## config.mk

```make
export PLATFORM = sky130hd
export DESIGN_NAME = iepc_ctrl
export DESIGN_NICKNAME = d
export VERILOG_FILES = /design/src/iepc_pkg.sv /design/src/iepc_edge_det.sv /design/src/iepc_ctrl.sv
export SDC_FILE = /design/constraint.sdc
export NUM_CORES = 1
export LEC_CHECK = 0
export ABC_AREA = 1
export BUFFER_PORTS_ARGS = -buffer_cell sky130_fd_sc_hd__buf_2
export CAP_MARGIN = 10
export CORE_ASPECT_RATIO = 0.75
export CORE_MARGIN = 2
export CORE_UTILIZATION = 39
export CTS_CLUSTER_DIAMETER = 80
export CTS_CLUSTER_SIZE = 20
export DETAILED_ROUTE_END_ITERATION = 8
export HOLD_SLACK_MARGIN = 0.03
export PLACE_DENSITY = 0.71
export SETUP_SLACK_MARGIN = 0.1
export SLEW_MARGIN = 30
export SYNTH_ARGS = -nofsm -noshare
export SYNTH_HDL_FRONTEND = slang
export SYNTH_SLANG_ARGS = --single-unit
```

## constraint.sdc

```tcl
create_clock -name core_clk_i -period 1.8 [get_ports core_clk_i]
set_clock_uncertainty 0.1 [all_clocks]
set_input_delay 0 -clock core_clk_i [delete_from_list [all_inputs] [get_ports core_clk_i]]
set_output_delay 0 -clock core_clk_i [all_outputs]
set_load 0.005 [all_outputs]
```

## src/iepc_pkg.sv

```systemverilog
// Constants for the edge and priority interrupt controller.
package iepc_pkg;

	// ------------------------------------------------------------
	// Sizes
	// ------------------------------------------------------------
	localparam int unsigned ADDR_W   = 8;
	localparam int unsigned DATA_W   = 8;
	localparam int unsigned NUM_SRC  = 16;
	localparam int unsigned SRC_W    = 4;

	// ------------------------------------------------------------
	// Register offsets
	// ------------------------------------------------------------
	localparam logic [7:0] OFS_SYSTEM_CONTROL    = 8'h00;
	localparam logic [7:0] OFS_PRIORITY_SELECT_A = 8'h01;
	localparam logic [7:0] OFS_PRIORITY_SELECT_B = 8'h02;
	localparam logic [7:0] OFS_EVENT_STATUS      = 8'h03;
	localparam logic [7:0] OFS_EVENT_MASK        = 8'h04;
	localparam logic [7:0] OFS_REQUEST_STATE     = 8'h05;

	// ------------------------------------------------------------
	// Field positions
	// ------------------------------------------------------------
	localparam int unsigned BIT_USER_BIT_ENABLE         = 3;
	localparam int unsigned BIT_NONMASKABLE_EDGE_SELECT = 2;
	localparam int unsigned BIT_EV_NMI_EDGE             = 0;
	localparam int unsigned BIT_EV_REQ_TAKEN            = 1;
	localparam int unsigned EV_W                        = 2;

	// ------------------------------------------------------------
	// Reset values
	// ------------------------------------------------------------
	localparam logic [7:0] RST_SYSTEM_CONTROL    = 8'h09;
	localparam logic [7:0] RST_PRIORITY_SELECT_A = 8'h00;
	localparam logic [7:0] RST_PRIORITY_SELECT_B = 8'h00;
	localparam logic [1:0] RST_EVENT_MASK        = 2'h0;

endpackage : iepc_pkg

```

## src/iepc_edge_det.sv

```systemverilog
// Selectable edge detector for the nonmaskable input.
`timescale 1ns/1ps
module iepc_edge_det (
	input  wire logic clk_i,     // System clock
	input  wire logic rst_n_i,   // Synchronised reset, active low
	input  wire logic level_i,   // Sampled input level
	input  wire logic rise_sel_i,// 1 rising, 0 falling
	output logic      pulse_o    // One pulse per selected edge
);

	logic prev_r;
	logic primed_r;

	// ------------------------------------------------------------
	// Sample history
	// ------------------------------------------------------------
	// First sample after reset only primes the history
	always_ff @(posedge clk_i or negedge rst_n_i) begin
		if (!rst_n_i) begin
			prev_r   <= 1'b0;
			primed_r <= 1'b0;
		end else begin
			prev_r   <= level_i;
			primed_r <= 1'b1;
		end
	end

	always_comb begin
		if (rise_sel_i) begin
			pulse_o = primed_r & ~prev_r & level_i;
		end else begin
			pulse_o = primed_r & prev_r & ~level_i;
		end
	end

endmodule : iepc_edge_det

```

## src/iepc_ctrl.sv

```systemverilog
// Interrupt controller: mask-bit mode, nonmaskable edge and two priority levels.
//
// Notes on behaviour
// user_bit_enable 0: secondary bit masks interrupts
// user_bit_enable 1: secondary bit ignored
// edge select 0 (reset): falling edge requests
// edge select 1: rising edge requests
// two 8-bit read/write priority registers
// each priority bit sets its group's level
// maskable sources get one of two levels
// nonmaskable always accepted, outranks everything
// edge found by comparing consecutive clock samples
//
// Implementation choices: the register offsets and the address-and-strobe port.
`timescale 1ns/1ps
module iepc_ctrl (
	input  wire logic                            core_clk_i,     // System clock, 200 MHz
	input  wire logic                            arst_n_i,       // Async reset, active low
	input  wire logic [iepc_pkg::ADDR_W-1:0]     reg_addr_i,     // Register address
	input  wire logic [iepc_pkg::DATA_W-1:0]     reg_wdata_i,    // Write data
	input  wire logic                            reg_wr_i,       // Write strobe
	input  wire logic                            reg_rd_i,       // Read strobe
	output logic      [iepc_pkg::DATA_W-1:0]     reg_rdata_o,    // Read data, cycle after strobe
	input  wire logic                            nmi_i,          // Nonmaskable input level
	input  wire logic [iepc_pkg::NUM_SRC-1:0]    src_req_i,      // Maskable source levels
	input  wire logic                            cpu_mask_i,     // Main mask bit of CPU
	input  wire logic                            cpu_sec_bit_i,  // secondary_mask_or_user_bit
	input  wire logic                            cpu_ack_i,      // CPU takes shown request
	output logic                                 req_valid_o,    // Request to CPU
	output logic                                 req_nmi_o,      // Request is the nonmaskable one
	output logic      [iepc_pkg::SRC_W-1:0]      req_src_o,      // Maskable source number
	output logic                                 req_level_o,    // Level of maskable request
	output logic                                 nmi_pulse_o,    // One pulse per nonmaskable edge
	output logic                                 irq_o           // Event interrupt, level
);

	// ------------------------------------------------------------
	// Declarations
	// ------------------------------------------------------------
	logic                            rst_meta_r;
	logic                            rst_n;
	logic [7:0]                      system_control_r;
	logic [7:0]                      priority_select_a_r;
	logic [7:0]                      priority_select_b_r;
	logic [iepc_pkg::EV_W-1:0]       ev_status_r;
	logic [iepc_pkg::EV_W-1:0]       ev_mask_r;
	logic [iepc_pkg::EV_W-1:0]       ev_set;
	logic                            nmi_edge;
	logic                            nmi_pend_r;
	logic                            user_bit_enable;
	logic                            nonmaskable_edge_select;
	logic [iepc_pkg::NUM_SRC-1:0]    src_level;
	logic [iepc_pkg::NUM_SRC-1:0]    src_allowed;
	logic                            pick_valid;
	logic [iepc_pkg::SRC_W-1:0]      pick_src;
	logic                            pick_level;
	logic                            ack_taken;
	logic                            wr_sys;
	logic                            wr_pa;
	logic                            wr_pb;
	logic                            wr_st;
	logic                            wr_mk;
	logic                            nmi_show;
	logic                            req_valid_nxt;
	logic                            req_nmi_nxt;
	logic [iepc_pkg::SRC_W-1:0]      req_src_nxt;
	logic                            req_level_nxt;
	logic [iepc_pkg::EV_W-1:0]       ev_status_nxt;
	logic [iepc_pkg::DATA_W-1:0]     rdata_nxt;

	// Address match, used by every write decode
	function automatic logic hit(input logic [7:0] addr, input logic [7:0] ofs);
		hit = (addr == ofs);
	endfunction : hit

	// ------------------------------------------------------------
	// Reset release
	// ------------------------------------------------------------
	// Applied at once, lifted two edges after the pin to avoid a split release
	always_ff @(posedge core_clk_i or negedge arst_n_i) begin
		if (!arst_n_i) begin
			rst_meta_r <= 1'b0;
			rst_n      <= 1'b0;
		end else begin
			rst_meta_r <= 1'b1;
			rst_n      <= rst_meta_r;
		end
	end

	// ------------------------------------------------------------
	// Register writes
	// ------------------------------------------------------------
	assign wr_sys = reg_wr_i & hit(reg_addr_i, iepc_pkg::OFS_SYSTEM_CONTROL);
	assign wr_pa  = reg_wr_i & hit(reg_addr_i, iepc_pkg::OFS_PRIORITY_SELECT_A);
	assign wr_pb  = reg_wr_i & hit(reg_addr_i, iepc_pkg::OFS_PRIORITY_SELECT_B);
	assign wr_st  = reg_wr_i & hit(reg_addr_i, iepc_pkg::OFS_EVENT_STATUS);
	assign wr_mk  = reg_wr_i & hit(reg_addr_i, iepc_pkg::OFS_EVENT_MASK);

	// Bits other than the two controls are stored and read back only
	always_ff @(posedge core_clk_i or negedge rst_n) begin
		if (!rst_n) begin
			system_control_r <= iepc_pkg::RST_SYSTEM_CONTROL;
		end else if (wr_sys) begin
			system_control_r <= reg_wdata_i;
		end
	end

	always_ff @(posedge core_clk_i or negedge rst_n) begin
		if (!rst_n) begin
			priority_select_a_r <= iepc_pkg::RST_PRIORITY_SELECT_A;
			priority_select_b_r <= iepc_pkg::RST_PRIORITY_SELECT_B;
		end else begin
			if (wr_pa) begin
				priority_select_a_r <= reg_wdata_i;
			end
			if (wr_pb) begin
				priority_select_b_r <= reg_wdata_i;
			end
		end
	end

	always_ff @(posedge core_clk_i or negedge rst_n) begin
		if (!rst_n) begin
			ev_mask_r <= iepc_pkg::RST_EVENT_MASK;
		end else if (wr_mk) begin
			ev_mask_r <= reg_wdata_i[iepc_pkg::EV_W-1:0];
		end
	end

	assign user_bit_enable         = system_control_r[iepc_pkg::BIT_USER_BIT_ENABLE];
	assign nonmaskable_edge_select = system_control_r[iepc_pkg::BIT_NONMASKABLE_EDGE_SELECT];

	// ------------------------------------------------------------
	// Nonmaskable edge
	// ------------------------------------------------------------
	iepc_edge_det u_nmi_edge (
		.clk_i      (core_clk_i),
		.rst_n_i    (rst_n),
		.level_i    (nmi_i),
		.rise_sel_i (nonmaskable_edge_select),
		.pulse_o    (nmi_edge)
	);

	always_ff @(posedge core_clk_i or negedge rst_n) begin
		if (!rst_n) begin
			nmi_pulse_o <= 1'b0;
		end else begin
			nmi_pulse_o <= nmi_edge;
		end
	end

	// A take counts only while a request is shown
	assign ack_taken = cpu_ack_i & req_valid_o;

	// Pending until the CPU takes it; a new edge wins over the take
	always_ff @(posedge core_clk_i or negedge rst_n) begin
		if (!rst_n) begin
			nmi_pend_r <= 1'b0;
		end else if (nmi_edge) begin
			nmi_pend_r <= 1'b1;
		end else if (ack_taken && req_nmi_o) begin
			nmi_pend_r <= 1'b0;
		end
	end

	// ------------------------------------------------------------
	// Priority and masking
	// ------------------------------------------------------------
	// Sources 0..7 follow select A bits, 8..15 select B bits
	assign src_level = {priority_select_b_r, priority_select_a_r};

	// Main mask blocks all; secondary bit as mask leaves only level 1
	generate
		for (genvar g = 0; g < iepc_pkg::NUM_SRC; g++) begin : g_allow
			always_comb begin
				if (cpu_mask_i) begin
					src_allowed[g] = 1'b0;
				end else if (!user_bit_enable && cpu_sec_bit_i) begin
					src_allowed[g] = src_req_i[g] & src_level[g];
				end else begin
					src_allowed[g] = src_req_i[g];
				end
			end
		end
	endgenerate

	// Level 1 first, then lowest source number
	always_comb begin
		pick_valid = 1'b0;
		pick_src   = '0;
		pick_level = 1'b0;
		for (int i = iepc_pkg::NUM_SRC - 1; i >= 0; i--) begin
			if (src_allowed[i] && !src_level[i] && !(pick_valid && pick_level)) begin
				pick_valid = 1'b1;
				pick_src   = i[iepc_pkg::SRC_W-1:0];
				pick_level = 1'b0;
			end
		end
		for (int i = iepc_pkg::NUM_SRC - 1; i >= 0; i--) begin
			if (src_allowed[i] && src_level[i]) begin
				pick_valid = 1'b1;
				pick_src   = i[iepc_pkg::SRC_W-1:0];
				pick_level = 1'b1;
			end
		end
	end

	// Nonmaskable ignores both mask bits and priority
	assign nmi_show = nmi_edge | (nmi_pend_r & ~(ack_taken & req_nmi_o));

	always_comb begin
		if (nmi_show) begin
			req_valid_nxt = 1'b1;
			req_nmi_nxt   = 1'b1;
			req_src_nxt   = '0;
			req_level_nxt = 1'b0;
		end else begin
			req_valid_nxt = pick_valid;
			req_nmi_nxt   = 1'b0;
			req_src_nxt   = pick_src;
			req_level_nxt = pick_level;
		end
	end

	always_ff @(posedge core_clk_i or negedge rst_n) begin
		if (!rst_n) begin
			req_valid_o <= 1'b0;
			req_nmi_o   <= 1'b0;
			req_src_o   <= '0;
			req_level_o <= 1'b0;
		end else begin
			req_valid_o <= req_valid_nxt;
			req_nmi_o   <= req_nmi_nxt;
			req_src_o   <= req_src_nxt;
			req_level_o <= req_level_nxt;
		end
	end

	// ------------------------------------------------------------
	// Event status and interrupt
	// ------------------------------------------------------------
	always_comb begin
		ev_set                                  = '0;
		ev_set[iepc_pkg::BIT_EV_NMI_EDGE]  = nmi_edge;
		ev_set[iepc_pkg::BIT_EV_REQ_TAKEN] = ack_taken;
	end

	// Write one clears; a new event in the same cycle wins
	generate
		for (genvar e = 0; e < iepc_pkg::EV_W; e++) begin : g_event
			always_comb begin
				if (ev_set[e]) begin
					ev_status_nxt[e] = 1'b1;
				end else if (wr_st && reg_wdata_i[e]) begin
					ev_status_nxt[e] = 1'b0;
				end else begin
					ev_status_nxt[e] = ev_status_r[e];
				end
			end
		end
	endgenerate

	always_ff @(posedge core_clk_i or negedge rst_n) begin
		if (!rst_n) begin
			ev_status_r <= '0;
		end else begin
			ev_status_r <= ev_status_nxt;
		end
	end

	// Follows the status bits in the same cycle that they change
	always_ff @(posedge core_clk_i or negedge rst_n) begin
		if (!rst_n) begin
			irq_o <= 1'b0;
		end else begin
			irq_o <= |(ev_status_nxt & ev_mask_r);
		end
	end

	// ------------------------------------------------------------
	// Register reads
	// ------------------------------------------------------------
	// Idle cycles return zero, so read data can be OR-ed onto a shared bus
	always_comb begin
		rdata_nxt = 8'h00;
		if (reg_rd_i) begin
			unique case (reg_addr_i)
				iepc_pkg::OFS_SYSTEM_CONTROL:    rdata_nxt = system_control_r;
				iepc_pkg::OFS_PRIORITY_SELECT_A: rdata_nxt = priority_select_a_r;
				iepc_pkg::OFS_PRIORITY_SELECT_B: rdata_nxt = priority_select_b_r;
				iepc_pkg::OFS_EVENT_STATUS:      rdata_nxt = {6'h00, ev_status_r};
				iepc_pkg::OFS_EVENT_MASK:        rdata_nxt = {6'h00, ev_mask_r};
				iepc_pkg::OFS_REQUEST_STATE:     rdata_nxt = {1'b0, nmi_pend_r, req_level_o,
					req_nmi_o, req_src_o};
				default:                         rdata_nxt = 8'h00;
			endcase
		end
	end

	always_ff @(posedge core_clk_i or negedge rst_n) begin
		if (!rst_n) begin
			reg_rdata_o <= '0;
		end else begin
			reg_rdata_o <= rdata_nxt;
		end
	end

endmodule : iepc_ctrl

```

==> out/qor.txt <==
Initial core utilization -> 41.2%
Syn Inst Count -> 335
Synth Cell Area -> 2650 sq um
Outcome -> finished, violations left
Core Region -> 6440 sq um
GPL Wtd Cong -> 0.943
Share of layout cells above drive strength 1 -> 31.3%
DP HPWL -> 6300 um
H-tree levels -> 2
Largest net degree at the start of global routing -> 31
FP Rows -> 25
Initial antenna violation count -> 0
Hold depth -> 6
GRT Total Usage -> 22.3%
Worst setup margin -> -0.783 ns
Chip width -> 99.2 um
Syn avg cell area -> 7.92 sq um
Kind of critical path -> reg2reg
Pleak -> 1.93 nW
WL final -> 7980 um
Yosys top cell by area -> dfrtp_1
Final Total Pwr -> 2.46 mW
Clock sink count -> 50
# nets final -> 508
Synth area leaders -> dfrtp_1 45%, nand2_1 14%, inv_1 5.7%, o21ai_0 5.3%, nand3_1 4.9%
Ys Warns -> 0
Crit-path leading delay family -> simple AND/OR/NAND/NOR gates
IO Count -> 57
Distinct cells, synth -> 37
Initial DRC count -> 287
Die height -> 75.4 um
Slowest CP cell -> dfstp_2
Crit Path Max Fanout -> 6
Violated checks -> negative setup slack
Grt ovf -> 0
Synth-to-layout area growth -> 42.5%
Worst-path clk slew -> 0.09 ns
Util after Layout -> 58.7%
Post-synth EDFFs -> 0
Worst Path Buf+Inv -> 1
CTS tree -> done
Tightest Hold Check Type -> in2reg
PwrDens -> 652 nW/um^2
Hold Fails Final Rpt -> 0
Post-synthesis sequential area ratio -> 47.3%
Vias in the first global route -> 2639
Max incr delay on CP -> 0.54 ns
Final worst-path cycle share -> 144%
First-pass GRT wire length -> 12900 um
CTS buffer count -> 5
Most frequent cells in the layout -> 97 x nand2_1, 56 x buf_2, 50 x buf_4, 47 x dfrtp_1, 36 x inv_1
Peak supply drop -> 376 uV
Initial DRT Pass Iterations -> 5
Worst r2r path cells -> 34
Ys async rst share -> 100%
Yosys top cell area share -> 45.3%
Commonest non-fill, non-tap cell in the layout -> nand2_1
IO Port Bufs -> 56
Clock buffer depth -> 2
RSZ-0062 raised after global routing -> true
Worst-Skew Late Latency -> 0.31 ns
Worst Setup End Kind -> flop
Crit path DAT -> 2.73 ns
MaxCap Viol Count -> 0
Vias per cell -> 5.17
Drt wl/cell -> 14.5 um
Levels on crit path -> 34
Die ar. -> 7480 sq um
Slew Viols, Final -> 0
Post-Place Worst Slack -> -0.700 ns
Max Fclk -> 387 MHz
Clk root buf -> clkbuf_8
Prevailing post-synth register cell -> dfrtp_1
Post-synthesis register bit count -> 50
CP dominant cell by count -> nand2_1
Setup_tns -> -1.99 ns
Crit start category -> flop
Vias -> 2841
Setup Viol. Count Final -> 5
DRC violations left -> 0
CP Data Required Time -> 1.95 ns
Antenna Cells -> 0
Post-route ant nets -> 0
Tmin final -> 2.58 ns
-- power breakdown --
group | switching [mW] | internal (mW) | leakage, nW
clock | 0.375 | 0.311 | 0.0482
sequential | 0.0598 | 1.19 | 0.653
combinational | 0.276 | 0.248 | 1.23
-- layer usage --
metal	GRT usage (%)	wire length (um)	up-vias
met3	4.22	587	17
met2	33.8	3400	111
met1	32.6	3840	1329
met5	0	0	-
li1	-	-	1384
met4	7.61	156	0
-- timing repair --
action                     in CTS  in global routing
pin swaps                       1                  8
hold buffers                   21                  0
setup buffers                   1                  4
setup endpoints to repair       5                 29
resized for setup               3                 22
hold endpoints to repair       44                  0
-- cell families after synthesis --
family | count (synthesis) | share of synthesized area, %
AOI/OAI and AO/OA | 61 | 13.9
buffers and inverters | 51 | 8.44
DFF | 50 | 47.3
other | 1 | 0.141
and+or+nand+nor | 172 | 30.2
-- synthesized netlist by cell type, types with 2 or more instances --
cell,instances
a41oi_1,2
o21ai_0,28
clkbuf_1,3
nand2_1,101
inv_1,40
o21ai_1,7
a21oi_1,6
a31oi_1,4
nor4_4,2
a32o_1,2
a22oi_1,2
dfstp_2,2
buf_6,2
inv_2,3
nand3_1,26
nor2_1,19
nor4_1,2
a221oi_1,4
nand4_1,15
dfrtp_1,48
-- worst register-to-register path: cells and delay by family, from the launching register on --
| kind | cells | cell delay (ns) |
|---|---|---|
| buf+inv | 1 | 0.04 |
| compound gates | 1 | 0.12 |
| simple gates | 32 | 1.76 |
| flops | 1 | 0.54 |
-- cell type report --
cell class,count,area [sq um]
multi-input combinational,235,1240
fill,601,2660
clock buffer,7,86.3
timing repair buffer,132,931
sequential,50,1250
clock inverter,1,5.00
inverter,44,166
tap,81,101
-- registers in the layout, summed over array words and instances, names as in the netlist --
signal,cells
priority_select_a_r,8
priority_select_b_r,8
reg_rdata_o,8
system_control_r,8
req_src_o,4
ev_mask_r,2
ev_status_r,2
irq_o,1
nmi_pend_r,1
nmi_pulse_o,1
req_level_o,1
req_nmi_o,1
req_valid_o,1
rst_meta_r,1
rst_n,1
u_nmi_edge.prev_r,1
u_nmi_edge.primed_r,1
-- per-stage QoR --
step                      std cells  cell area, sq um  hold slack (ns)
after CTS                       546              3690           0.0273
after global routing            550              3780           0.0871
after global placement          516              3370           -0.313
after detailed placement        516              3370           -0.311
final                           550              3780           0.0380
after floorplan                 336              2660           -0.396
-- worst paths after layout --
| kind | start | slack (ns) | endpoint |
|---|---|---|---|
| min in group asynchronous | rst_n | 0.11 | priority_select_b_r[2] |
| min reg2reg | rst_n | 0.11 | priority_select_b_r[2] |
| max in group asynchronous | rst_n | 0.98 | irq_o |
| min | reg_addr_i[2] | 0.04 | reg_rdata_o[0] |
| max | system_control_r[3] | -0.78 | req_src_o[0] |
| max reg2reg | system_control_r[3] | -0.78 | req_src_o[0] |
No activity file was read; power rests on OpenSTA's default activity.
